===== config.mk =====
export PLATFORM = sky130hd
export DESIGN_NAME = kpd_scan
export DESIGN_NICKNAME = d
export VERILOG_FILES = /design/src/rtl/kpd_pkg.sv /design/src/rtl/kpd_scan.sv
export SDC_FILE = /design/constraint.sdc
export NUM_CORES = 1
export LEC_CHECK = 0
export ABC_AREA = 1
export BUFFER_PORTS_ARGS = -buffer_cell sky130_fd_sc_hd__buf_4
export CAP_MARGIN = 20
export CORE_MARGIN = 3
export CORE_UTILIZATION = 55
export DETAILED_ROUTE_END_ITERATION = 7
export PLACE_DENSITY = 0.75
export SYNTH_ARGS = -nofsm -noshare
export SYNTH_HDL_FRONTEND = slang
export SYNTH_SLANG_ARGS = --single-unit

===== constraint.sdc =====
create_clock -name clk_sys -period 5.2 [get_ports clk_sys]
set_clock_uncertainty 0.15 [all_clocks]
set_input_delay 1.04 -clock clk_sys [delete_from_list [all_inputs] [get_ports clk_sys]]
set_output_delay 1.04 -clock clk_sys [all_outputs]
set_load 0.05 [all_outputs]

===== src/rtl/kpd_pkg.sv =====
// constants and types shared by the keypad scan controller
package kpd_pkg;
    localparam logic [7:0] ADDR_DRIVE = 8'hD1;
    localparam logic [7:0] ADDR_SENSE = 8'hD2;
    localparam logic [7:0] ADDR_TIMING = 8'hD3;
    localparam logic [7:0] ADDR_CTRL = 8'hD4;
    localparam logic [7:0] ADDR_DIM = 8'hD5;

    localparam logic [4:0] RST_DRIVE = 5'h1F;
    localparam logic [5:0] RST_SENSE = 6'h3F;
    localparam logic [7:0] RST_TIMING = 8'h00;
    localparam logic [5:0] RST_DIM = 6'h00;

    // control/status bit positions
    localparam int CTRL_CLK_BIT = 3;
    localparam int CTRL_SCAN_BIT = 2;
    localparam int CTRL_FLAG_BIT = 1;
    localparam int CTRL_IEN_BIT = 0;
    // timing register fields
    localparam int DEB_LSB = 2;
    localparam int DEB_W = 6;
    localparam int STEP_LSB = 0;
    localparam int STEP_W = 2;
    // dimension register fields
    localparam int ROWS_LSB = 3;
    localparam int COLS_LSB = 0;
    localparam int DIM_W = 3;

    localparam int NUM_ROWS = 6;
    localparam int NUM_COLS = 5;
    localparam int ORDER_W = 15;

    // keypad clock period and per-unit counts
    localparam int KCLK_RATE_HZ = 1000;
    localparam int SYS_RATE_HZ = 100_000_000;
    localparam int KCLK_CYCLES = SYS_RATE_HZ / KCLK_RATE_HZ;
    localparam int DEB_UNIT_MS = 4;
    localparam logic [7:0] DEB_ZERO_UNITS = 8'h40;
    localparam logic [7:0] STEP_ZERO_MS = 8'h04;

    typedef enum logic [2:0] {
        KPD_IDLE,
        KPD_DEB_PRESS,
        KPD_SCAN,
        KPD_WAIT_REL,
        KPD_DEB_REL
    } kpd_state_t;

    typedef struct packed {
        logic [7:0] addr;
        logic [7:0] wdata;
        logic wr;
        logic rd;
    } kpd_bus_t;
endpackage


===== src/rtl/kpd_scan.sv =====
// keypad matrix scanner with register port, debounce and bypass mode
//
// Function
// (RULE1) sense register bits 5:0 mirror the six row inputs one to one
// (RULE2) in auto-scan the sense register holds the row pattern of the key
// (RULE3) in bypass software reads raw rows and decides on key presses
// (RULE4) debounce field bits 7:2 in 4 ms steps, zero means 256 ms
// (RULE5) same debounce interval confirms both press and release
// (RULE6) scan-step field bits 1:0 picks 1 to 4 ms per key
// (RULE7) scan step is the time spent on each key position
// (RULE8) status bit 3 reads the present keypad clock level
// (RULE9) bit 2 set enables hardware scan, clear means no hardware scan
// (RULE10) auto-scan sets key-detect flag and irq on a valid key
// (RULE11) bypass sets flag on a row falling edge after all rows high
// (RULE12) reading the status register clears the key-detect flag
// (RULE13) bypass row edge detection works with keypad clock stopped
// (RULE14) enable bit 0 gates only the interrupt, flag still sets
// (RULE15) row-count field bits 5:3 limits scanned rows, at most 6
// (RULE16) column-count field bits 2:0 limits scanned columns, at most 5
// (RULE17) size fields ignored in bypass, unused rows tied high outside
// (RULE18) in bypass the column outputs follow the drive-line register
// (RULE19) idle drives all columns low, debounces a row low, then scans
// (RULE20) several keys pressed reports none, then waits debounced release
// (RULE21) timing counts periods of a 1 kHz clock with its own enable
// (RULE22) debounce loads n periods of 4 ms, zero counts as 64
//
// The plain strobed port is this design's own decision.
module kpd_scan #(
    parameter int KCLK_DIV = kpd_pkg::KCLK_CYCLES
) (
    input wire logic clk_sys,
    input wire logic rst_n,
    input kpd_pkg::kpd_bus_t bus,
    output logic [7:0] rd_data,
    input wire logic [5:0] row_in,
    output logic [4:0] col_drive,
    input wire logic kbd_clk_en,
    input wire logic [14:0] scan_order,
    output logic irq
);
    import kpd_pkg::*;

    localparam int DIV_W = 20;
    localparam int HALF_DIV = KCLK_DIV / 2;

    // an odd divider would truncate the half period and skew the 1 ms tick
    generate
        if (KCLK_DIV < 2 || KCLK_DIV >= (1 << DIV_W)
            || KCLK_DIV % 2 != 0) begin : g_div_check
            $error("kpd_scan: KCLK_DIV out of range or odd");
        end
    endgenerate

    typedef struct packed {
        logic [5:0] sync1;
        logic [5:0] sync2;
        logic [5:0] sync3;
        logic [5:0] rows;
        logic was_all_high;
        logic [DIV_W-1:0] div;
        logic kclk;
        // nine bits so the 256 ms debounce of a zero field fits
        logic [8:0] ms_cnt;
        kpd_state_t st;
        logic [2:0] col_idx;
        logic [2:0] row_idx;
        logic [1:0] hits;
        logic [2:0] hit_col;
        logic [2:0] hit_row;
        logic [4:0] drive_reg;
        logic [5:0] sense_hold;
        logic [7:0] timing;
        logic scan_en;
        logic flag;
        logic irq_en;
        logic [5:0] dim;
        logic [4:0] col_out;
        logic irq;
        logic [7:0] rdata;
    } kpd_regs_t;

    kpd_regs_t q;
    kpd_regs_t next_q;

    logic ms_tick;
    logic all_high;
    logic [2:0] n_rows;
    logic [2:0] n_cols;
    logic [2:0] cur_col;
    logic [8:0] deb_ms;
    logic [8:0] step_ms;
    logic [5:0] deb_units;
    logic [1:0] step_code;
    logic [5:0] sense_view;
    logic flag_set;
    logic flag_clr;
    logic [7:0] ctrl_view;

    assign rd_data = q.rdata;
    assign col_drive = q.col_out;
    assign irq = q.irq;

    always_comb begin
        deb_units = q.timing[DEB_LSB +: DEB_W];
        step_code = q.timing[STEP_LSB +: STEP_W];
        // n*4 ms, zero wraps to the longest interval
        if (deb_units == 6'h00) begin // RULE22
            deb_ms = 9'(DEB_ZERO_UNITS * DEB_UNIT_MS); // RULE4
        end else begin
            deb_ms = 9'(deb_units * DEB_UNIT_MS); // RULE4
        end
        // codes 1..3 give that many ms, code 0 gives 4 ms
        if (step_code == 2'h0) begin // RULE6
            step_ms = {1'b0, STEP_ZERO_MS};
        end else begin
            step_ms = {7'h00, step_code};
        end
        // out-of-range sizes fall back to the full matrix
        n_rows = q.dim[ROWS_LSB +: DIM_W]; // RULE15
        if (n_rows == 3'h0 || n_rows > 3'(NUM_ROWS)) begin
            n_rows = 3'(NUM_ROWS);
        end
        n_cols = q.dim[COLS_LSB +: DIM_W]; // RULE16
        if (n_cols == 3'h0 || n_cols > 3'(NUM_COLS)) begin
            n_cols = 3'(NUM_COLS);
        end
        cur_col = scan_order[q.col_idx * 3 +: 3];
        all_high = &q.rows;
        sense_view = q.scan_en ? q.sense_hold : q.rows; // RULE1 RULE2 RULE3
        ctrl_view = 8'h00;
        ctrl_view[CTRL_CLK_BIT] = q.kclk; // RULE8
        ctrl_view[CTRL_SCAN_BIT] = q.scan_en;
        ctrl_view[CTRL_FLAG_BIT] = q.flag;
        ctrl_view[CTRL_IEN_BIT] = q.irq_en;
        ms_tick = 1'b0;

        next_q = q;
        flag_set = 1'b0;
        flag_clr = bus.rd && bus.addr == ADDR_CTRL; // RULE12

        // rows pass three flops; a change counts once stages 2 and 3 agree
        next_q.sync1 = row_in;
        next_q.sync2 = q.sync1;
        next_q.sync3 = q.sync2;
        if (q.sync2 == q.sync3) begin
            next_q.rows = q.sync3;
        end

        // 1 kHz keypad clock; stops and holds its level when disabled
        if (kbd_clk_en) begin // RULE21
            if (q.div == DIV_W'(HALF_DIV - 1)) begin
                next_q.div = '0;
                next_q.kclk = ~q.kclk;
                ms_tick = q.kclk;
            end else begin
                next_q.div = q.div + 1'b1;
            end
        end

        // bypass edge detection runs on the system clock alone
        next_q.was_all_high = all_high;
        if (!q.scan_en && q.was_all_high && !all_high) begin // RULE11 RULE13
            flag_set = 1'b1;
        end

        if (ms_tick && q.ms_cnt != 9'h000) begin // RULE21
            next_q.ms_cnt = q.ms_cnt - 1'b1;
        end

        if (!q.scan_en) begin
            // size fields are left untouched in bypass; the scan state returns to KPD_IDLE
            next_q.st = KPD_IDLE; // RULE9 RULE17
            next_q.col_out = q.drive_reg; // RULE18
        end else begin
            case (q.st)
                KPD_IDLE: begin
                    next_q.col_out = 5'h00; // RULE19
                    if (!all_high) begin
                        next_q.st = KPD_DEB_PRESS;
                        next_q.ms_cnt = deb_ms; // RULE5
                    end
                end
                KPD_DEB_PRESS: begin
                    if (ms_tick && q.ms_cnt == 9'h001) begin
                        if (!all_high) begin // RULE19
                            next_q.st = KPD_SCAN;
                            next_q.col_idx = 3'h0;
                            next_q.row_idx = 3'h0;
                            next_q.hits = 2'h0;
                            next_q.ms_cnt = step_ms;
                        end else begin
                            next_q.st = KPD_IDLE;
                        end
                    end
                end
                KPD_SCAN: begin
                    // unused order codes drive no column low
                    next_q.col_out = 5'h1F;
                    if (cur_col < 3'(NUM_COLS)) begin
                        next_q.col_out[cur_col] = 1'b0;
                    end
                    if (ms_tick && q.ms_cnt == 9'h001) begin // RULE7
                        next_q.ms_cnt = step_ms;
                        if (!q.rows[q.row_idx]) begin
                            next_q.hits = (q.hits == 2'h2) ? 2'h2
                                : q.hits + 1'b1;
                            next_q.hit_col = cur_col;
                            next_q.hit_row = q.row_idx;
                        end
                        if (q.row_idx == n_rows - 1'b1) begin // RULE15
                            next_q.row_idx = 3'h0;
                            if (q.col_idx == n_cols - 1'b1) begin // RULE16
                                next_q.st = KPD_WAIT_REL;
                            end else begin
                                next_q.col_idx = q.col_idx + 1'b1;
                            end
                        end else begin
                            next_q.row_idx = q.row_idx + 1'b1;
                        end
                    end
                end
                KPD_WAIT_REL: begin
                    // only a single hit counts as a valid key
                    if (q.hits == 2'h1) begin // RULE20
                        next_q.hits = 2'h0;
                        next_q.drive_reg = 5'h1F;
                        next_q.drive_reg[q.hit_col] = 1'b0;
                        next_q.sense_hold = 6'h3F; // RULE2
                        next_q.sense_hold[q.hit_row] = 1'b0;
                        flag_set = 1'b1; // RULE10
                    end
                    next_q.col_out = 5'h00;
                    if (all_high) begin
                        next_q.st = KPD_DEB_REL;
                        next_q.ms_cnt = deb_ms; // RULE5
                    end
                end
                KPD_DEB_REL: begin
                    next_q.col_out = 5'h00;
                    if (!all_high) begin // RULE20
                        next_q.ms_cnt = deb_ms;
                    end else if (ms_tick && q.ms_cnt == 9'h001) begin
                        next_q.st = KPD_IDLE;
                    end
                end
                default: begin
                    next_q.st = KPD_IDLE;
                end
            endcase
        end

        // register writes; a hardware key capture in the same cycle wins
        if (bus.wr) begin
            case (bus.addr)
                ADDR_DRIVE: begin
                    if (!(q.scan_en && q.st == KPD_WAIT_REL
                          && q.hits == 2'h1)) begin
                        next_q.drive_reg = bus.wdata[4:0];
                    end
                end
                ADDR_TIMING: next_q.timing = bus.wdata;
                ADDR_CTRL: begin
                    next_q.scan_en = bus.wdata[CTRL_SCAN_BIT]; // RULE9
                    next_q.irq_en = bus.wdata[CTRL_IEN_BIT];
                end
                ADDR_DIM: next_q.dim = bus.wdata[5:0];
                default: begin
                end
            endcase
        end

        // set wins over the clear-on-read
        if (flag_set) begin
            next_q.flag = 1'b1;
        end else if (flag_clr) begin
            next_q.flag = 1'b0;
        end
        next_q.irq = next_q.flag && next_q.irq_en; // RULE14

        if (bus.rd) begin
            case (bus.addr)
                ADDR_DRIVE: next_q.rdata = {3'h0, q.drive_reg};
                ADDR_SENSE: next_q.rdata = {2'h0, sense_view}; // RULE1
                ADDR_TIMING: next_q.rdata = q.timing;
                ADDR_CTRL: next_q.rdata = ctrl_view;
                ADDR_DIM: next_q.rdata = {2'h0, q.dim};
                default: next_q.rdata = 8'h00;
            endcase
        end else begin
            next_q.rdata = 8'h00;
        end
    end

    always_ff @(posedge clk_sys or negedge rst_n) begin
        if (!rst_n) begin
            q <= '0;
            q.sync1 <= RST_SENSE;
            q.sync2 <= RST_SENSE;
            q.sync3 <= RST_SENSE;
            q.rows <= RST_SENSE;
            q.was_all_high <= 1'b1;
            q.st <= KPD_IDLE;
            q.drive_reg <= RST_DRIVE;
            q.sense_hold <= RST_SENSE;
            q.timing <= RST_TIMING;
            q.dim <= RST_DIM;
            q.col_out <= RST_DRIVE;
        end else begin
            q <= next_q;
        end
    end
endmodule


## Word level (Yosys, flattened, before mapping)

Index checks and enable logic that the tools add are counted.

| operators by class | value |
|---|---|
| $add $sub $neg | 7 |
| multiply operators | 1 |
| magnitude comparators | 10 |
| equality and inequality tests | 32 |
| shifts and indexed selects | 1 |
| muxes and demuxes | 60 |
| bitwise operators | 5 |
| reduce and logical (&&, ||, !) cells | 35 |

Operator list:

| cell | number |
|---|---|
| $mux 9 | 5 |
| $pmux 9 s5 | 1 |
| $eq 8x8->1 const B | 5 |
| $mux 20 | 2 |
| $pmux 8 s5 | 1 |
| $mux 11 | 3 |
| $mux 3 | 9 |
| $mux 26 | 1 |
| $mux 5 | 5 |
| $mux 12 | 2 |
| $mux 8 | 3 |
| $ne 3x3->1 const B | 8 |
| $add 20x1->20 const B | 1 |
| $eq 20x16->1 const B | 1 |
| $mux 6 | 3 |
| $lt 3x4->1 const B | 4 |
| $pmux 3 s5 | 1 |
| $shiftx 15x6->3 | 1 |
| $reduce_and 7->1 | 2 |
| $mux 1 | 13 |
| $ne 2x2->1 const B | 6 |
| $pmux 6 s2 | 1 |
| $logic_and 1x1->1 | 11 |
| $not 5->5 | 2 |
| 41 further kinds | 60 |

| storage, ports and cells | value |
|---|---|
| flip-flop bits (word level) | 114 |
| bits of input ports | 42 |
| output and inout bits | 14 |
| logic and storage cells | 175 |

## Depth between registers and ports, before layout

Gate-level depths: netlist of the first run.

| depth | value |
|---|---|
| word-level depth | 11 |
| gate-level depth with buffers | 15 |
| gate-level depth less buffers | 15 |

## Worst setup path before layout of the first run

OpenSTA, ideal clock, no wires.

| timing | value |
|---|---|
| path kind | input to register |
| start | input bus[17] (netlist name) |
| end | register q (netlist bit rd_data[6]) |
| library setup time | 114 ps |
| arrival | 2,116 ps |
| slack | 2,819 ps |
| stages | 8 |
| cell sequence | nand4_1 > inv_1 > nand2_1 > inv_1 > o31ai_1 > inv_1 > nand3_1 > inv_1 |

RTL lines:

| what | RTL line | RTL |
|---|---|---|
| from (decl) | kpd_scan.sv:33 | `input kpd_pkg::kpd_bus_t bus,` |
| to (signal assigned) | kpd_scan.sv:309 | `q <= next_q;` |
| to (decl) | kpd_scan.sv:82 | `kpd_regs_t q;` |

## Final worst setup path of the first run

| timing | value |
|---|---|
| start | register q (netlist bit ctrl_view[2]) |
| end | register q (netlist bit col_drive[3]) |

| between the ends | value |
|---|---|
| cells in the longest elaborated chain, start to end | 1 |
| elaborated cells between the ends (all ways) | 2 |
| classes of those cells | 1 x eq/ne; 1 x mux |

Ends and longest elaborated chain:

| what |
|---|
| $ne 3x2->1 (no source line) or $mux 5 (tied branches) |

Parallel ways exist; a longest one is shown, timed or not.
A chain may end at the register's enable or synchronous reset.

==> reports/qor.csv, run 1 <==
stage,metric,value,unit
setup_path,critical_path_peak_fanout,24,
layout,areaGrowthSynthToFinish,17.0,%
setup_path,critPathKind,flop to flop,
setup_path,slowest_delay,0.87,ns
grt,grt_util_all_layers,25.7,%
synth,yosysWarnings,0,
floorplan,core_area,10600,um^2
clock_tree,cts_resized,0,
layout,diodes,0,
detailed_routing,routedWlPerCell,15.8,um
clock_tree,root_buffer,clkbuf_8,
synth,yosysUniqueCellTypes,41,
synth,ys.flop_type,dfrtp_1,
synth,synthXorXnorAreaFrac,3.13,%
pwr,p_leak,3.51,nW
grt,grt_overflow,0,
detailed_routing,drt-pass1-iter-count,5,
layout,fillers,883,
place,port_buffers,55,
detailed_routing,drt-total-wl,15500,um
grt,grt_pass1_wl,25700,um
timing,drv_slew,0,
detailed_routing,avgViaCountPerCell,5.53,
floorplan,io_pins,56,
clock_tree,numCtsBuffers,17,
synth,yosysSeqAreaShare,47.2,%
place,gp_congestion,0.921,
layout,register_area,2900,um^2
pwr,max-vdd-ir-drop,0.338,mV
clock_tree,clkTransAtPathRegs,0.06,ns
synth,ys_top_cells_by_count,"166 x nand2_1, 120 x inv_1, 73 x dfrtp_1, 73 x nor2_1, 54 x o21ai_0",
synth,muxShareOfSynthArea,0.366,%
layout,utilization,67.9,%
timing,setup_violations,0,
timing,rsz0062_at_grt,no,
synth,syn_inst,774,
synth,synth_area_leaders,"dfrtp_1 30%, dfstp_2 18%, nand2_1 10%, inv_1 7.3%, nor2_1 4.5%",
synth,synth_area_per_cell,7.95,um^2
clock_tree,tritoncts,yes,
synth,synth_enable_flop_cells,0,
floorplan,initial_core_util,58.0,%
setup_path,cp-end-kind,flop,
timing,worst_slack,2.41,ns
clock_tree,hold_buffers,0,
detailed_routing,final_antenna_net_count,0,
detailed_routing,drt-initial-drc-count,512,
status,status,completed,
setup_path,worst-path-buf-inv,1,
run,max-cap-violations,0,
synth,ys_seq_elements,114,
timing,hold_viol,0,
detailed_routing,drc,0,
layout,multi_input_area,2640,um^2
grt,antenna_found_initial,0,
setup_path,cpMaxStageDelayCell,dfrtp_1,
synth,synth_nets,825,
setup_path,worst_ep_arrival_time,3.09,ns
setup_path,critical_path.top_delay_family,simple AND/OR/NAND/NOR gates,
setup_path,crit_chain,inv_1 -> nor3_1 -> nand2_2 -> o21ai_0 -> a21oi_1 -> nor2_1,
clock_tree,cts_setup_buffers,0,
grt,grt_max_degree,70,
min_path,min_path_type,flop to flop,
clock_tree,cts.sinks,114,
layout,drive_above_1_share,18.9,%
clock_tree,clkLatencyLatePin,0.52,ns
synth,post-synth-top-area-cell,dfrtp_1,
floorplan,dieArea,12500,um^2
synth,synth_most_common_cell,nand2_1,
synth,synth_top_family_by_area,simple AND/OR/NAND/NOR gates,
floorplan,rows,37,
setup_path,critPathRequiredTime,5.51,ns
synth,synthAdderAreaFrac,1.83,%
synth,synth_top_area_share,29.7,%
synth,synth_simple_gate_area_share,25.5,%
timing,worstMarginPinSlew,0.888,ns
synth,synth_compound_gate_area_share,12.1,%
timing,slew_headroom,40.8,%
place,dp_hpwl,11200,um
grt,grt_pass1_vias,5320,
floorplan,die_h,112,um
floorplan,die_x,112,um
clock_tree,cts.path.max_buffers,2,
timing,period_needed,2.79,ns
timing,fin_crit_sh,53.6,%
pwr,power.density,359,nW/um^2
synth,synthArstFlopShare,100,%
layout,nNetsFinal,878,
detailed_routing,vias,5401,
clock_tree,htree_num_levels,4,
timing,tns,0,ns
synth,mappedNetlistArea,6150,um^2
place,dpl_worst_slack,2.35,ns
setup_path,start_kind,flop,
timing,timing.hold.ws,0.205,ns
timing,fmax,359,MHz
layout by cell type (no fill, tap or decap), drive strengths merged, types with 4 or more instances in the layout:
master,Yosys,layout
nand2,169,169
inv,124,126
nor2,81,81
dfrtp,73,73
o21ai,64,64
buf,16,56
nand3,55,55
dfstp,41,41
a21oi,40,40
nor3,24,24
clkbuf,6,23
xor2,15,15
nand4,13,13
ha,9,9
xnor2,7,7
a41oi,7,7
clkinv,0,5
a211oi,4,4
o22ai,4,4
nor4,4,4
metal layers:
| metal | vias up | part of all wire, % | track usage [%] |
|---|---|---|---|
| met1 | 2564 | 44 | 34.4 |
| met5 | - | 0 | 0 |
| met4 | 0 | 1.3 | 7.79 |
| li1 | 2605 | - | - |
| met2 | 212 | 48 | 41.0 |
| met3 | 20 | 6.6 | 6.90 |
kinds of logic after synthesis:
| kind of cell | after synthesis |
|---|---|
| compound gates | 130 |
| xor+xnor | 22 |
| fa+ha+maj | 9 |
| buf+inv | 146 |
| flops | 114 |
| mux | 2 |
| simple gates | 351 |
sequential cells by signal, indices dropped and copies added (netlist names):
register and cells:
irq 1, q 78, rd_data 8, deb_units 6, col_drive 5, ctrl_view 4, next_q 12
power by group:
group / leakage, nW / internal (mW) / total (mW) / switching, mW
clock: 0.294 / 0.734 / 1.14 / 0.408
combinational: 1.85 / 0.128 / 0.370 / 0.242
sequential: 1.37 / 1.00 / 1.07 / 0.0720
total: 3.51 / 1.86 / 2.59 / 0.722
area by class of cell:
class                      instances  area share [%]
tap                              136            2.36
sequential                       114            40.3
timing repair buffer              56            5.84
clock buffer                      23            7.09
clock inverter                     9            1.25
multi-input combinational        514            36.7
inverter                         124            6.47
worst paths after layout:
check / startpoint / end / slack (ns) / cells after the start
max: ctrl_view[2] / col_drive[3] / 2.41 / 6
min: next_q[105] / next_q[99] / 0.20 / 0
max reg2reg: ctrl_view[2] / col_drive[3] / 2.41 / 6
min reg2reg: next_q[105] / next_q[99] / 0.20 / 0
max in group asynchronous: rst_n / q[36] / 3.30 / 2
min in group asynchronous: rst_n / q[83] / 0.49 / 1
stage by stage:
stage	instance area, um^2	cells	power (mW)
after floorplan	6150	774	1.32
after global placement	6600	944	1.43
after detailed placement	6600	944	1.44
after CTS	7200	976	2.60
after global routing	7200	976	2.71
final	7200	976	2.59
Power figures use the tool's default switching activity.
==> run 2, diff against run 1 <==
--- a/config.mk
+++ b/config.mk
@@ -5,7 +5,7 @@
 export SDC_FILE = /design/constraint.sdc
 export NUM_CORES = 1
 export LEC_CHECK = 0
-export ABC_AREA = 1
+export ABC_AREA = 0
 export BUFFER_PORTS_ARGS = -buffer_cell sky130_fd_sc_hd__buf_4
 export CAP_MARGIN = 20
 export CORE_MARGIN = 3
==> constraint.sdc (replaced) <==
create_clock -name clk_sys -period 2.8 [get_ports clk_sys]
set_clock_uncertainty 0.15 [all_clocks]
set_input_delay 0.56 -clock clk_sys [delete_from_list [all_inputs] [get_ports clk_sys]]
set_output_delay 0.56 -clock clk_sys [all_outputs]
set_load 0.05 [all_outputs]
==> run 2 against run 1 <==
First-iteration DRC count down 42%. Fmax up 4.0%. Synthesized cell count down 26%. Combinational power up 52%. Sequential cell count unchanged. Wire length down 12%. Final area down 0.76%. Clock power up 72%. Critical path type unchanged.
==> reports/qor.csv, run 2 <==
stage,metric,value,unit
status,status,completed,
detailed_routing,final_antenna_net_count,0,
grt,grt_pass1_vias,4493,
timing,drv_slew,0,
synth,yosysSeqAreaShare,49.2,%
synth,synth_simple_gate_area_share,19.2,%
detailed_routing,drt-pass1-iter-count,5,
grt,met3_usage,6.58,%
setup_path,cpMaxStageDelayCell,or4b_4,
synth,synth_most_common_cell,dfrtp_1,
clock_tree,numCtsBuffers,17,
layout,drive_above_1_share,29.9,%
synth,synth_area_leaders,"dfrtp_1 31%, dfstp_2 18%, mux2_2 5.5%, xnor2_1 3.9%, nand2_1 3.7%",
layout,regMostFlops,q,
place,dp_hpwl,9910,um
floorplan,die_h,110,um
synth,synth_top_family_by_area,simple AND/OR/NAND/NOR gates,
synth,ys_seq_elements,114,
grt,grt_max_degree,45,
setup_path,r2r_cells,7,
grt,grt_overflow,0,
synth,post-synth-top-area-cell,dfrtp_1,
place,gp_congestion,0.961,
timing,timing.hold.ws,0.102,ns
timing,rsz0062_at_grt,no,
pwr,p_leak,3.09,nW
grt,grt_util_all_layers,24.0,%
detailed_routing,drt-total-wl,13600,um
grt,grtUsageMet1,30.7,%
setup_path,cp-end-kind,flop,
setup_path,regToRegSetupSlack,0.12,ns
layout,register_area,2900,um^2
setup_path,start_kind,flop,
synth,syn_inst,569,
pwr,max-vdd-ir-drop,0.545,mV
synth,synthArstFlopShare,100,%
floorplan,dieArea,12000,um^2
clock_tree,tritoncts,yes,
synth,yosysWarnings,0,
run,max-cap-violations,0,
clock_tree,clkTransAtPathRegs,0.06,ns
setup_path,critPathRequiredTime,3.07,ns
timing,tns,0,ns
synth,synthAdderAreaFrac,1.91,%
synth,synth_top_area_share,30.9,%
timing,setup_violations,0,
detailed_routing,routedWlPerCell,17.2,um
layout,nNetsFinal,694,
synth,yosysUniqueCellTypes,63,
clock_tree,cts.path.max_buffers,2,
timing,period_needed,2.68,ns
min_path,min_path_type,input pin to flop,
floorplan,initial_core_util,57.0,%
floorplan,die_x,110,um
floorplan,core_area,10400,um^2
setup_path,critical_path_peak_fanout,8,
setup_path,slowest_delay,0.63,ns
detailed_routing,avgViaCountPerCell,5.80,
setup_path,worst-path-buf-inv,0,
floorplan,rows,37,
setup_path,critical_path_depth,7,
clock_tree,clkLatencyLatePin,0.54,ns
setup_path,worstSetupStartpoint,q[69],
timing,worstMarginPinSlew,0.612,ns
synth,synth_enable_flop_cells,0,
timing,slew_headroom,59.2,%
setup_path,r2r_start,q[69],
detailed_routing,drc,0,
grt,antenna_found_initial,0,
setup_path,reg2reg_to,q[46],
timing,hold_viol,0,
synth,synth_compound_gate_area_share,11.6,%
grt,grt_pass1_wl,21800,um
setup_path,crit_chain,ha_2 -> nand4bb_2 -> or3_4 -> or4_4 -> or4b_4 -> nand2_1 -> o21ai_2,
synth,ys_top_cells_by_count,"73 x dfrtp_1, 58 x nand2_1, 41 x dfstp_2",
grt,grt_use_met2,38.5,%
detailed_routing,vias,4594,
layout,areaGrowthSynthToFinish,20.9,%
clock_tree,htree_num_levels,4,
grt,grt.busiest_layer,met2,
layout,diodes,0,
layout,multi_input_area,2790,um^2
synth,synth_area_per_cell,10.4,um^2
clock_tree,cts.sinks,114,
setup_path,critPathKind,flop to flop,
layout,largest_reg_flops,78,
timing,fmax,373,MHz
synth,mappedNetlistArea,5910,um^2
place,port_buffers,55,
floorplan,io_pins,56,
setup_path,endpoint,q[46],
synth,synth_nets,620,
setup_path,worst_ep_arrival_time,2.94,ns
layout,final_cell_mix,"78 x buf_4, 73 x dfrtp_1, 58 x nand2_1, 41 x dfstp_2, 37 x nor2_1",
pwr,power.density,633,nW/um^2
synth,ys.flop_type,dfrtp_1,
clock_tree,root_buffer,clkbuf_8,
detailed_routing,drt-initial-drc-count,297,
synth,muxShareOfSynthArea,8.92,%
setup_path,critical_path.top_delay_family,simple AND/OR/NAND/NOR gates,
layout,mostFrequentLayoutCell,buf_4,
timing,fin_crit_sh,95.7,%
layout,fillers,767,
synth,synthXorXnorAreaFrac,5.04,%
==> run 2: layout make-up <==
type / instances / area share (%)
Clock buffer: 27 / 6.88
Clock inverter: 5 / 0.701
Timing Repair Buffer: 86 / 9.46
Multi-Input combinational cell: 407 / 39.0
Tap cell: 136 / 2.38
Sequential cell: 114 / 40.6
Inverter: 17 / 0.893
==> run 2: where the power goes <==
part | switching, mW | internal (mW) | leakage, nW | total (mW)
sequential | 0.158 | 1.84 | 1.40 | 2.00
clock | 0.698 | 1.26 | 0.270 | 1.96
combinational | 0.281 | 0.283 | 1.42 | 0.564
total | 1.14 | 3.39 | 3.09 | 4.52
==> run 2: how the worst min path moves through the flow <==
| stage | startpoint | end | slack, ns | cells past startpoint |
|---|---|---|---|---|
| 2_1_floorplan | rst_n | ctrl_view[0] | 0.11 | 0 |
| 3_3_place_gp | next_q[107] | next_q[101] | 0.20 | 0 |
| 3_5_place_dp | next_q[107] | next_q[101] | 0.20 | 0 |
| 4_1_cts | bus[8] | deb_units[4] | 0.09 | 2 |
| 5_1_grt | bus[8] | deb_units[4] | 0.09 | 2 |
| 6_report | bus[8] | deb_units[4] | 0.10 | 2 |
==> run 2: what timing repair did <==
item	4_1_cts	5_1_grt
setup endpoints to repair	0	7
endpoints found under the hold margin	46	0
buffers inserted	0	0
gates resized for setup	0	4
hold buffers	7	0
==> run 2: kinds of logic after synthesis <==
kind of cell    after synthesis
simple gates                215
compound gates              105
flops                       114
xor+xnor                     34
fa+ha+maj                     9
mux                          44
buf+inv                      48
==> run 2: metrics by stage <==
| stage | worst slack, ns | util (%) | cell area, um^2 | power [mW] | std cells |
|---|---|---|---|---|---|
| after global routing | 0.0109 | 68.9 | 7140 | 4.72 | 792 |
| final | 0.121 | 68.9 | 7140 | 4.52 | 792 |
| after global placement | 0.162 | 62.7 | 6500 | 2.54 | 753 |
| after detailed placement | 0.0725 | 62.7 | 6500 | 2.57 | 753 |
| after CTS | 0.0352 | 68.6 | 7120 | 4.56 | 792 |
| after floorplan | 0.0121 | - | 5910 | 2.33 | 569 |
==> run 2: metal layers <==
| layer | vias up | share of wire (%) |
|---|---|---|
| met2 | 149 | 49 |
| met1 | 2224 | 43 |
| li1 | 2191 | - |
| met5 | - | 0 |
| met3 | 30 | 6.2 |
| met4 | 0 | 2.3 |
